File: src/design/ptt_pkg.sv
// Behaviour
// - Clock source code 000 passes the routed input pin straight through and code 001 inverts it.
// - With async counting off, the input clock is resynchronised to the system clock before it counts.
// - In synchronised operation the counter advances at most once per system clock.
// - In synchronised operation the counter does not advance while the device sleeps.
// - With async counting on, the counter advances on every rising edge of the source or prescaler output.
// - In async operation the counter keeps counting during sleep while the source runs.
// - The prescaler offers sixteen ratios from 1:1 to 1:32768 chosen by the prescale select field.
// - The prescaler counter is not readable or writable through any register.
// - The prescaler counter clears on a low count write, a control register write and any reset.
// - The postscaler offers sixteen ratios from 1:1 to 1:16 chosen by the postscale select field.
// - The postscaler counter clears on a low count write, a control register write and any reset.
// - In 8-bit mode a match of the low byte with the period byte makes an event for the postscaler.
// - In 16-bit mode the event occurs whenever the combined high and low count rolls over.
// - The timer output toggles once per postscaler period.
// - The timer output can be routed to a pin and its level is readable as a status bit.
package ptt_pkg;
   localparam logic [2:0] PTT_CS_PIN = 3'h0;
   localparam logic [2:0] PTT_CS_PIN_INV = 3'h1;
   localparam int PTT_PRE_W = 15;
   localparam logic [PTT_PRE_W-1:0] PTT_PRE_RST = 15'h0000;
   localparam logic [3:0] PTT_POST_RST = 4'h0;
   localparam logic [15:0] PTT_CNT_RST = 16'h0000;
   localparam logic [7:0] PTT_PER_RST = 8'hFF;

   typedef struct packed {
      logic [2:0] clock_source_select;
      logic async_count_enable;
      logic [3:0] prescale_select;
      logic [3:0] postscale_select;
      logic mode_16bit;
      logic enable;
   } ptt_cfg_s;

   typedef struct packed {
      logic wr_low;
      logic wr_high;
      logic [7:0] wdata;
   } ptt_wr_s;
endpackage

File: src/design/ptt_timer.sv
module ptt_timer
   import ptt_pkg::*;
(
   // clock and reset
   input wire logic core_clk_i,
   input wire logic reset_n_i,
   // source pin and power state
   input wire logic input_pin_i,
   input wire logic sleep_i,
   // software side
   input wire ptt_cfg_s cfg_i,
   input wire logic cfg_wr_i,
   input wire ptt_wr_s wr_i,
   input wire logic pin_output_route_select_i,
   // results
   output logic [7:0] count_low_byte_o,
   output logic [7:0] count_high_or_period_byte_o,
   output logic output_level_status_o,
   output logic timer_toggle_output_o,
   output logic route_pin_o,
   output logic event_o
);
   logic src_raw;
   logic sync1_q;
   logic sync2_q;
   logic sync3_q;
   logic src_prev_q;
   logic edge_sync;
   logic edge_async;
   logic src_edge;
   logic scaler_clr;
   logic [PTT_PRE_W-1:0] pre_cnt_q;
   logic [PTT_PRE_W-1:0] pre_cnt_d;
   logic pre_tick;
   logic [PTT_PRE_W-1:0] pre_limit;
   logic [7:0] low_q;
   logic [7:0] low_d;
   logic [7:0] high_q;
   logic [7:0] high_d;
   logic match_ev;
   logic post_pulse;
   logic out_q;
   logic out_d;
   logic route_q;
   logic ev_q;

   // source polarity
   assign src_raw = (cfg_i.clock_source_select == PTT_CS_PIN_INV) ? ~input_pin_i : input_pin_i;

   // sync path: two flops then an edge detector on the second's output
   assign edge_sync = sync2_q & ~sync3_q & ~sleep_i;
   // async path: edge seen directly on the raw source, sleep not gating
   assign edge_async = src_raw & ~src_prev_q;
   assign src_edge = cfg_i.enable & (cfg_i.async_count_enable ? edge_async : edge_sync);

   assign scaler_clr = wr_i.wr_low | cfg_wr_i;

   // prescaler: ratio 2^n, counter kept internal
   assign pre_limit = PTT_PRE_W'((17'h00001 << cfg_i.prescale_select) - 17'h00001);
   always_comb begin
      pre_cnt_d = pre_cnt_q;
      pre_tick = 1'b0;
      if (scaler_clr) begin
         pre_cnt_d = PTT_PRE_RST;
      end else if (src_edge) begin
         if (pre_cnt_q >= pre_limit) begin
            pre_cnt_d = PTT_PRE_RST;
            pre_tick = 1'b1;
         end else begin
            pre_cnt_d = pre_cnt_q + 1'b1;
         end
      end
   end

   // count registers and match / rollover event
   always_comb begin
      low_d = low_q;
      high_d = high_q;
      match_ev = 1'b0;
      if (pre_tick) begin
         if (cfg_i.mode_16bit) begin
            {high_d, low_d} = {high_q, low_q} + 16'h0001;
            match_ev = ({high_q, low_q} == 16'hFFFF);
         end else if (low_q == high_q) begin
            low_d = 8'h00;
            match_ev = 1'b1;
         end else begin
            low_d = low_q + 8'h01;
         end
      end
      if (wr_i.wr_low) begin
         low_d = wr_i.wdata;
      end
      if (wr_i.wr_high) begin
         high_d = wr_i.wdata;
      end
   end

   // postscaler 1..16, in its own counter module
   ptt_scaler #(.W(4)) u_post (
      .core_clk_i(core_clk_i),
      .reset_n_i(reset_n_i),
      .clear_i(scaler_clr),
      .tick_i(match_ev),
      .limit_i(cfg_i.postscale_select),
      .pulse_o(post_pulse)
   );

   always_comb begin
      out_d = out_q;
      if (post_pulse) begin
         out_d = ~out_q;
      end
   end

   always_ff @(posedge core_clk_i or negedge reset_n_i) begin
      if (!reset_n_i) begin
         sync1_q <= 1'b0;
         sync2_q <= 1'b0;
         sync3_q <= 1'b0;
         src_prev_q <= 1'b0;
         pre_cnt_q <= PTT_PRE_RST;
         low_q <= PTT_CNT_RST[7:0];
         high_q <= PTT_PER_RST;
         out_q <= 1'b0;
         route_q <= 1'b0;
         ev_q <= 1'b0;
      end else begin
         sync1_q <= src_raw;
         sync2_q <= sync1_q;
         sync3_q <= sync2_q;
         src_prev_q <= src_raw;
         pre_cnt_q <= pre_cnt_d;
         low_q <= low_d;
         high_q <= high_d;
         out_q <= out_d;
         route_q <= pin_output_route_select_i & out_d;
         ev_q <= post_pulse;
      end
   end

   // all outputs straight from flops
   assign count_low_byte_o = low_q;
   assign count_high_or_period_byte_o = high_q;
   assign output_level_status_o = out_q;
   assign timer_toggle_output_o = out_q;
   assign route_pin_o = route_q;
   assign event_o = ev_q;

   // a single core clock means "async" edges are still sampled here; a true
   // sleep-time counter would need the source as its own clock
   sync_no_sleep_a: assert property (@(posedge core_clk_i) disable iff (!reset_n_i)
      (!cfg_i.async_count_enable && sleep_i) |-> !src_edge)
      else $error("sync edge counted during sleep");
   async_sleep_a: assert property (@(posedge core_clk_i) disable iff (!reset_n_i)
      (cfg_i.enable && cfg_i.async_count_enable && src_raw && !src_prev_q) |-> src_edge)
      else $error("async edge lost");
   one_per_clk_a: assert property (@(posedge core_clk_i) disable iff (!reset_n_i)
      (!cfg_i.async_count_enable && src_edge) |=> !edge_sync)
      else $error("two sync edges in a row");
   pre_clear_a: assert property (@(posedge core_clk_i) disable iff (!reset_n_i)
      scaler_clr |=> pre_cnt_q == PTT_PRE_RST)
      else $error("prescaler not cleared");
   pre_bound_a: assert property (@(posedge core_clk_i) disable iff (!reset_n_i)
      (pre_cnt_q <= pre_limit) || $changed(cfg_i))
      else $error("prescaler out of range");
   low_wrap_a: assert property (@(posedge core_clk_i) disable iff (!reset_n_i)
      (pre_tick && !cfg_i.mode_16bit && low_q == high_q && !wr_i.wr_low)
      |=> low_q == 8'h00)
      else $error("low byte did not wrap at match");
   roll_event_a: assert property (@(posedge core_clk_i) disable iff (!reset_n_i)
      (pre_tick && cfg_i.mode_16bit && {high_q, low_q} == 16'hFFFF) |-> match_ev)
      else $error("rollover event missing");
   toggle_a: assert property (@(posedge core_clk_i) disable iff (!reset_n_i)
      post_pulse |=> out_q != $past(out_q))
      else $error("output did not toggle");
   hold_a: assert property (@(posedge core_clk_i) disable iff (!reset_n_i)
      !post_pulse |=> $stable(out_q))
      else $error("output toggled without postscaler pulse");
   match_ev_a: assert property (@(posedge core_clk_i) disable iff (!reset_n_i)
      (match_ev && cfg_i.postscale_select == 4'h0 && !scaler_clr) |=> ##1 out_q != $past(out_q, 2))
      else $error("1:1 postscale failed");

   // source polarity and count stepping
   pol_inv_a: assert property (@(posedge core_clk_i) disable iff (!reset_n_i)
      (cfg_i.clock_source_select == PTT_CS_PIN_INV) |-> src_raw == !input_pin_i)
      else $error("inverted source not inverted");
   pol_plain_a: assert property (@(posedge core_clk_i) disable iff (!reset_n_i)
      (cfg_i.clock_source_select == PTT_CS_PIN) |-> src_raw == input_pin_i)
      else $error("plain source altered");
   low_step_a: assert property (@(posedge core_clk_i) disable iff (!reset_n_i)
      (pre_tick && !cfg_i.mode_16bit && low_q != high_q && !wr_i.wr_low)
      |=> low_q == $past(low_q) + 8'h01)
      else $error("low byte did not step");
   low_hold_a: assert property (@(posedge core_clk_i) disable iff (!reset_n_i)
      (!pre_tick && !wr_i.wr_low) |=> $stable(low_q))
      else $error("low byte moved without a tick");
   count16_a: assert property (@(posedge core_clk_i) disable iff (!reset_n_i)
      (pre_tick && cfg_i.mode_16bit && !wr_i.wr_low && !wr_i.wr_high)
      |=> {high_q, low_q} == $past({high_q, low_q}) + 16'h0001)
      else $error("16-bit count did not step");
   match8_a: assert property (@(posedge core_clk_i) disable iff (!reset_n_i)
      (pre_tick && !cfg_i.mode_16bit && low_q == high_q) |-> match_ev)
      else $error("8-bit match event missing");

   // output side: route and event follow the toggle in the same cycle
   route_align_a: assert property (@(posedge core_clk_i) disable iff (!reset_n_i)
      ##1 route_q == ($past(pin_output_route_select_i) & out_q))
      else $error("routed pin disagrees with output");
   event_align_a: assert property (@(posedge core_clk_i) disable iff (!reset_n_i)
      ##1 ev_q == $past(post_pulse))
      else $error("event pulse out of step with toggle");

   sync_cov_c: cover property (@(posedge core_clk_i) !cfg_i.async_count_enable && pre_tick);
   async_cov_c: cover property (@(posedge core_clk_i) cfg_i.async_count_enable && sleep_i && src_edge);
   match8_cov_c: cover property (@(posedge core_clk_i) !cfg_i.mode_16bit && match_ev);
   toggle_cov_c: cover property (@(posedge core_clk_i) post_pulse);
   roll16_cov_c: cover property (@(posedge core_clk_i) cfg_i.mode_16bit && match_ev);
endmodule // ptt_timer

File: src/design/ptt_scaler.sv
module ptt_scaler
   import ptt_pkg::*;
#(
   parameter int W = 4
) (
   // clock and reset
   input wire logic core_clk_i,
   input wire logic reset_n_i,
   // control
   input wire logic clear_i,
   input wire logic tick_i,
   input wire logic [W-1:0] limit_i,
   // result
   output logic pulse_o
);
   logic [W-1:0] cnt_q;
   logic [W-1:0] cnt_d;
   logic pulse_d;
   logic pulse_q;

   // counter hidden: no port reads or loads it
   always_comb begin
      cnt_d = cnt_q;
      pulse_d = 1'b0;
      if (clear_i) begin
         cnt_d = '0;
      end else if (tick_i) begin
         if (cnt_q >= limit_i) begin
            cnt_d = '0;
            pulse_d = 1'b1;
         end else begin
            cnt_d = cnt_q + 1'b1;
         end
      end
   end

   always_ff @(posedge core_clk_i or negedge reset_n_i) begin
      if (!reset_n_i) begin
         cnt_q <= '0;
         pulse_q <= 1'b0;
      end else begin
         cnt_q <= cnt_d;
         pulse_q <= pulse_d;
      end
   end

   assign pulse_o = pulse_q;
endmodule // ptt_scaler

File: config.mk
export PLATFORM = sky130hd
export DESIGN_NAME = ptt_timer
export DESIGN_NICKNAME = d
export VERILOG_FILES = /design/src/design/ptt_pkg.sv /design/src/design/ptt_timer.sv /design/src/design/ptt_scaler.sv
export SDC_FILE = /design/constraint.sdc
export NUM_CORES = 1
export LEC_CHECK = 0
export BUFFER_PORTS_ARGS = -buffer_cell sky130_fd_sc_hd__buf_2
export CAP_MARGIN = 20
export CORE_UTILIZATION = 50
export DETAILED_ROUTE_END_ITERATION = 10
export GPL_TIMING_DRIVEN = 0
export HOLD_SLACK_MARGIN = 0.1
export PLACE_DENSITY = 0.72
export SYNTH_ARGS = -nofsm -noshare
export SYNTH_HDL_FRONTEND = slang
export SYNTH_SLANG_ARGS = --single-unit
File: constraint.sdc
create_clock -name core_clk_i -period 5.7 [get_ports core_clk_i]
set_input_delay 1.14 -clock core_clk_i [delete_from_list [all_inputs] [get_ports core_clk_i]]
set_output_delay 1.14 -clock core_clk_i [all_outputs]
set_load 0.01 [all_outputs]
==> metrics.csv, run 1 <==
metric,value,unit
status,"complete, no violations",
Root Buffer,clkbuf_8,
fmax,215,MHz
die height,79.7,microns
placed cell areas,0.00335,sq mm
# rows,27,
port bufs,48,
Synth cell types,49,
post-cts resize count,0,
Max-Cap Viols,0,
Yosys top cell area share,0.282,
Ports,50,
Final Wtd Congestion,0.827,
min Tclk post-route,4.64,ns
Clock Pin Slew Worst Setup and Hold Paths,0.08,ns
leakage,0.00153,uW
Post-CTS Setup Bufs,0,
Hold Path Origin,u_post.pulse_o,
DIE AREA,0.00636,sq mm
Crit. End Element,flop,
area grow syn2layout,13.6,%
setup violation total in the final timing report,0,
Worst R2R Start,pre_cnt_q[0],
vias in the first global route,2574,
slew margin rel.,0.392,
setup_tns,0,ns
"Req. time, crit path",5.86,ns
final hold vios,0,
Initial Util,0.532,
via count,2803,
CP Class,input pin to flop,
overall routed net length,7380,microns
clk_lat worst skew,0.29,ns
"Top FF cell, synth",dfrtp_1,
largest area contributor in the netlist,dfrtp_1,
share of layout cells above drive strength 1,0.191,
Worst VDD drop,127,uV
worst-case clock buffer depth,2,
clock sink count,42,
global-route usage over all layers,0.250,
worst-path maximum fanout,9,
first-pass GRT wire length,12300,microns
initial DRC count,225,
sequential cell area,0.00106,sq mm
Post-synth ARST share,1.00,
Total Nets Final,456,
DRC,0,
Mapped Avg Cell Area,8.68,sq um
largest net degree at the start of global routing,43,
Ys Warns,0,
hold bufs inserted after CTS,0,
Crit path arrival time,4.80,ns
multi-input logic area,0.00181,sq mm
clock skew,0.00510,ns
RSZ-0062 raised after global routing,false,
Die W,79.7,microns
initial antenna violation count,0,
total grt overflow,0,
H-tree depth,2,
Max Slew Vio Count,0,
actual slew at the worst max-slew pin,0.911,ns
Mapped Cells,348,
Layout fillers,521,
"Seq/Total Area, Yosys",0.351,
CP Launch Type,input pin,
"EDFF count, synth",0,
synthesized area,0.00302,sq mm
CTS tree,yes,
Worst Hold Class,flop to flop,
DR pass1 iterations,4,
Via density,5.89,
Cell Pwr Density,188,mW/mm^2
core footprint,0.00568,sq mm
"flops & latches, synth",42,
crit share post-route,0.815,
Syn Nets,401,
Routed wire per std cell,15.5,microns
Final HPWL DP,5650,microns
Final Cell Area,0.00343,sq mm
Crit. Startpoint,cfg_i[7],
Post-DRT Antenna Nets,0,
ANT cells,0,
Synth area leaders,"dfrtp_1, ha_1, dfstp_2",
TritonCTS Buffers,5,
## sequential cells by signal, summed over array words and instances, names as in the netlist
signal,cells
pre_cnt_q,15
count_high_or_period_byte_o,8
count_low_byte_o,8
u_post.cnt_q,4
event_o,1
output_level_status_o,1
route_pin_o,1
src_prev_q,1
sync2_q,1
sync3_q,1
u_post.pulse_o,1
## cell families (layout without fill, tap and decap cells)
| logic type | Yosys count | after routing | synth area share |
|---|---|---|---|
| AND/OR/NAND/NOR | 137 | 137 | 0.239 |
| AO/OA/AOI/OAI | 90 | 90 | 0.205 |
| flip-flops | 42 | 42 | 0.351 |
| buffers and inverters | 36 | 92 | 0.0505 |
| adder cells (fa/ha/maj) | 23 | 23 | 0.0952 |
| XOR/XNOR | 18 | 18 | 0.0522 |
| multiplexers | 2 | 2 | 0.00704 |
## metal layers
layer | part of all wire | track usage | routed length, microns | vias up
li1 | - | - | - | 1400
met1 | 0.47 | 0.360 | 3470 | 1304
met2 | 0.46 | 0.397 | 3410 | 91
met3 | 0.059 | 0.0366 | 438 | 8
met4 | 0.0073 | 0.0554 | 54 | 0
met5 | 0 | 0 | 0 | -
## cell type report
class,instances,share of cell area
Multi-Input combinational cell,270,0.527
Sequential cell,42,0.309
Timing Repair Buffer,48,0.0700
Tap cell,72,0.0262
Buffer,17,0.0237
Clock buffer,8,0.0233
Inverter,19,0.0208
## path summary, 6_finish.rpt
path                                       end  slack, ns  cells past startpoint
max                        count_low_byte_o[2]       1.06                     15
min                                    event_o       0.40                      0
max reg2reg                count_low_byte_o[2]       3.14                      8
min reg2reg                            event_o       0.40                      0
max in group asynchronous           src_prev_q       4.15                      1
min in group asynchronous          route_pin_o       0.98                      1
## synthesized netlist by cell type, types with 2 or more instances
library cell	count
nand3_1	22
xor2_1	16
or4_1	9
xnor2_1	2
a21o_1	6
dfstp_2	8
nor2_1	29
clkbuf_1	10
inv_1	19
or2_2	2
o31ai_1	11
or3_1	3
o31a_1	4
and2_1	4
nand2b_1	4
and4_1	3
o311ai_0	7
buf_2	5
and3_1	9
ha_1	23
dfrtp_1	34
nor3_1	6
nand2_1	29
nand4_1	9
o21ai_0	15
nand4b_1	3
a31oi_1	11
a21oi_1	17
o211ai_1	7
o2111ai_1	2
## worst max-delay path: stages
cell	delay [ns]
clkbuf_1	0.18
or2_2	0.38
or3_1	0.35
ha_1	0.19
clkbuf_1	0.20
nor3_1	0.22
a21o_1	0.10
a32oi_1	0.10
ha_1	0.31
nand2_1	0.06
o21ai_1	0.16
a21oi_2	0.08
o31ai_4	0.47
nand3_1	0.41
o311ai_0	0.46
## layout by cell type, fill, tap and decap left out, types with 2 or more instances in the layout
| master | count |
|---|---|
| buf_2 | 53 |
| dfrtp_1 | 34 |
| nand2_1 | 29 |
| nor2_1 | 29 |
| ha_1 | 23 |
| nand3_1 | 22 |
| inv_1 | 19 |
| a21oi_1 | 17 |
| xor2_1 | 16 |
| o21ai_0 | 15 |
| clkbuf_1 | 13 |
| a31oi_1 | 11 |
| o31ai_1 | 11 |
| nand4_1 | 9 |
| and3_1 | 9 |
| or4_1 | 9 |
| dfstp_2 | 8 |
| o311ai_0 | 7 |
| o211ai_1 | 7 |
| nor3_1 | 6 |
| a21o_1 | 6 |
| clkbuf_8 | 5 |
| o31a_1 | 4 |
| and2_1 | 4 |
| nand2b_1 | 4 |
| or3_1 | 3 |
| and4_1 | 3 |
| nand4b_1 | 3 |
| or2_2 | 2 |
| xnor2_1 | 2 |
| o2111ai_1 | 2 |
## report_power, final
part	switching [uW]	internal, uW
logic	73.7	51.2
clock network	96.6	87.1
registers	21.0	316
total	191	454
## metrics by stage
stage	total power (uW)	hold WS, ns	setup WS, ns	cells	utilization
6_report	645	0.403	1.06	476	0.605
5_1_grt	681	0.413	0.769	476	0.605
4_1_cts	649	0.406	1.08	476	0.605
3_5_place_dp	467	0.389	0.780	468	0.591
3_3_place_gp	464	0.375	0.808	468	0.591
2_1_floorplan	414	0.354	1.27	348	-
No activity file was read; power rests on OpenSTA's default activity.
==> inputs of run 2 (changes only) <==
--- a/config.mk
+++ b/config.mk
@@ -5,13 +5,14 @@
 export SDC_FILE = /design/constraint.sdc
 export NUM_CORES = 1
 export LEC_CHECK = 0
+export ABC_AREA = 1
 export BUFFER_PORTS_ARGS = -buffer_cell sky130_fd_sc_hd__buf_2
 export CAP_MARGIN = 20
 export CORE_UTILIZATION = 50
 export DETAILED_ROUTE_END_ITERATION = 10
 export GPL_TIMING_DRIVEN = 0
 export HOLD_SLACK_MARGIN = 0.1
-export PLACE_DENSITY = 0.72
+export PLACE_DENSITY = 0.74
 export SYNTH_ARGS = -nofsm -noshare
 export SYNTH_HDL_FRONTEND = slang
 export SYNTH_SLANG_ARGS = --single-unit
==> constraint.sdc (replaced) <==
create_clock -name core_clk_i -period 4.1 [get_ports core_clk_i]
set_input_delay 0.82 -clock core_clk_i [delete_from_list [all_inputs] [get_ports core_clk_i]]
set_output_delay 0.82 -clock core_clk_i [all_outputs]
set_load 0.01 [all_outputs]
==> run 2 against run 1 <==
  * Clock power grew 54%
  * Sequential power grew 45%
  * Count of clock-buffer cells in the layout shrank 3
  * Routed wire length grew 16%
  * Cell area grew 14%
  * First-iteration DRC count shrank 24%
  * Non-clock buffer count shrank 6
  * Power grew 56%
  * Utilization shrank 2.5 points
  * Synthesized area grew 15%
==> metrics.csv, run 2 <==
metric,value,unit,change
max FFs per register,15,,unchanged
fmax,308,MHz,
largest area contributor in the netlist,dfrtp_1,,unchanged
Post-CTS Setup Bufs,0,,unchanged
Mapped Avg Cell Area,6.82,sq um,was 8.68 sq um
largest net degree at the start of global routing,43,,unchanged
Synth area leaders,"dfrtp_1, nand2_1, ha_1",,"was dfrtp_1, ha_1, dfstp_2"
share of layout cells above drive strength 1,0.166,,was 0.191
Syn Nets,563,,was 401
first-pass GRT wire length,14800,microns,was 12300 microns
Final Wtd Congestion,0.881,,was 0.827
hold depth,0,,unchanged
Crit path arrival time,3.48,ns,was 4.80 ns
H-tree depth,2,,unchanged
"Req. time, crit path",4.34,ns,was 5.86 ns
DRC,0,,unchanged
Yosys top cell area share,0.245,,was 0.282
setup violation total in the final timing report,0,,unchanged
"count leader, synth",nand2_1,,was dfrtp_1
Via density,5.32,,was 5.89
Ports,50,,unchanged
initial antenna violation count,0,,unchanged
DIE AREA,0.00730,sq mm,was 0.00636 sq mm
Final HPWL DP,6560,microns,was 5650 microns
synthesized area,0.00348,sq mm,was 0.00302 sq mm
"EDFF count, synth",0,,unchanged
via count,3439,,was 2803
clk_lat worst skew,0.32,ns,was 0.29 ns
Worst path max stage delay,0.27,ns,was 0.47 ns
most frequent cells in the layout,"nand2_1, inv_1, buf_2",,"was buf_2, dfrtp_1, nand2_1, nor2_1, ha_1"
"Most flops, register",pre_cnt_q,,unchanged
Final WS setup,0.858,ns,was 1.06 ns
TritonCTS Buffers,5,,unchanged
"Seq/Total Area, Yosys",0.305,,was 0.351
Max-Cap Viols,0,,unchanged
Worst VDD drop,190,uV,was 127 uV
Die W,85.4,microns,was 79.7 microns
clock sink count,42,,unchanged
synth cell count leaders,"nand2_1, inv_1, nand3_1",,"was dfrtp_1, nand2_1, nor2_1"
vias in the first global route,3365,,was 2574
Cell Pwr Density,257,mW/mm^2,was 188 mW/mm^2
# rows,30,,was 27
post-cts resize count,0,,unchanged
DR pass1 iterations,5,,was 4
area grow syn2layout,12.5,%,was 13.6%
total grt overflow,0,,unchanged
actual slew at the worst max-slew pin,0.953,ns,was 0.911 ns
Total Nets Final,619,,was 456
Worst Reg2Reg Path Length in Cells,11,,was 8
power after layout,1010,uW,was 645 uW
Initial Util,0.515,,was 0.532
Crit. End Element,flop,,unchanged
Max Slew Vio Count,0,,unchanged
port bufs,49,,was 48
CP Launch Type,input pin,,unchanged
Post-synth ARST share,1.00,,unchanged
initial DRC count,172,,was 225
"Top FF cell, synth",dfrtp_1,,unchanged
ANT cells,0,,unchanged
worst path cell trace,buf_2 -> nor2_1 -> nand2_1 -> ha_1 -> and3_1 -> nand3_1 -> xor2_1 -> ha_1 -> nand2_1 -> inv_1 -> nand2_1 -> nand2_1 -> nand2_1 -> nand2_1 -> nor2_1 -> nand2_2 -> buf_2 -> o21ai_1 -> nand2_1 -> nor2_1,,was clkbuf_1 -> or2_2 -> or3_1 -> ha_1 -> clkbuf_1 -> nor3_1 -> a21o_1 -> a32oi_1 -> ha_1 -> nand2_1 -> o21ai_1 -> a21oi_2 -> o31ai_4 -> nand3_1 -> o311ai_0
Ys Warns,0,,unchanged
crit share post-route,0.791,,
"most common cell after layout, fill and taps aside",nand2_1,,was buf_2
leakage,0.00212,uW,was 0.00153 uW
overall routed net length,8520,microns,was 7380 microns
worst-case clock buffer depth,2,,unchanged
global-route usage over all layers,0.254,,was 0.250
final hold vios,0,,unchanged
Root Buffer,clkbuf_8,,unchanged
Worst path slowest cell,ha_1,,was o31ai_4
CP Class,input pin to flop,,unchanged
die height,85.4,microns,was 79.7 microns
RSZ-0062 raised after global routing,false,,unchanged
clock skew,0.0179,ns,was 0.00510 ns
status,"complete, no violations",,unchanged
pre-CTS WS,0.519,ns,was 0.780 ns
Mapped Cells,510,,was 348
min Tclk post-route,3.24,ns,
Synth cell types,39,,was 49
"flops & latches, synth",42,,unchanged
setup_tns,0,ns,unchanged
hold bufs inserted after CTS,0,,unchanged
most numerous cell on the critical path,nand2_1,,
Post-DRT Antenna Nets,0,,unchanged
core footprint,0.00676,sq mm,was 0.00568 sq mm
Worst Hold Class,flop to flop,,unchanged
worst-path maximum fanout,10,,was 9
Clock Pin Slew Worst Setup and Hold Paths,0.10,ns,was 0.08 ns
slew margin rel.,0.364,,was 0.392
CTS tree,yes,,unchanged
Routed wire per std cell,13.2,microns,was 15.5 microns
run 2: cell types whose count changed after synthesis, sizes merged, moves of 7 or more:
cell and change:
nor3 +7, o211ai -7, o311ai -7, inv +46
nand2 +139, nand3 +35, a31oi -10, and3 -8
nor2 +16, o21ai +16, or4 -9, o31ai -11
run 2: per-stage QoR:
step	instance area, sq um	util	hold WS [ns]	cells
6_report	3920	0.579	0.365	647
3_3_place_gp	3820	0.566	0.355	639
4_1_cts	3920	0.579	0.380	647
5_1_grt	3920	0.579	0.382	647
3_5_place_dp	3820	0.566	0.365	639
2_1_floorplan	3480	-	0.346	510
run 2: logic make-up (layout without fill, tap and decap cells):
group / Yosys count / after routing / share of synthesized area
flops: 42 / 42 / 0.305
buf+inv: 76 / 133 / 0.0867
fa+ha+maj: 23 / 23 / 0.0827
xor+xnor: 18 / 18 / 0.0453
simple gates: 300 / 300 / 0.403
compound gates: 51 / 51 / 0.0773
run 2: where the power goes:
part           internal [uW]  total, uW  leakage, uW  switching (uW)
combinational           88.5        236      0.00154             147
sequential               445        488     0.000538            42.4
clock                    120        284    0.0000441             164
total                    654       1010      0.00212             353
run 2: final cells by class:
| cell class | count | area (sq um) |
|---|---|---|
| Timing Repair Buffer | 49 | 245 |
| Tap cell | 80 | 100 |
| Clock inverter | 3 | 21.3 |
| Inverter | 66 | 248 |
| Clock buffer | 5 | 68.8 |
| Fill cell | 635 | 2840 |
| Buffer | 10 | 53.8 |
| Multi-Input combinational cell | 392 | 2120 |
| Sequential cell | 42 | 1060 |
run 2: layer usage:
metal / vias up / share of wire / global-route usage
li1: 1751 / - / -
met1: 1569 / 0.44 / 0.309
met2: 104 / 0.50 / 0.461
met3: 15 / 0.052 / 0.0496
met4: 0 / 0.016 / 0.0561
met5: - / 0 / 0
run 2: critical path, delay by kind of cell:
kind                       cells  cell delay (ns)
AOI/OAI and AO/OA              1             0.20
xor gates and xnor gates       1             0.18
adders and majority gates      2             0.51
buffers and inverters          3             0.42
and+or+nand+nor               13             1.35
run 2: path summary, 6_finish.rpt:
path / from / slack [ns] / endpoint
hold / removal: sync2_q / 0.37 / sync3_q
setup reg to reg: pre_cnt_q[14] / 2.05 / pre_cnt_q[10]
min in group asynchronous: reset_n_i / 0.64 / count_low_byte_o[4]
hold reg to reg: sync2_q / 0.37 / sync3_q
setup / recovery: cfg_i[9] / 0.86 / pre_cnt_q[2]
max in group asynchronous: reset_n_i / 2.85 / pre_cnt_q[10]
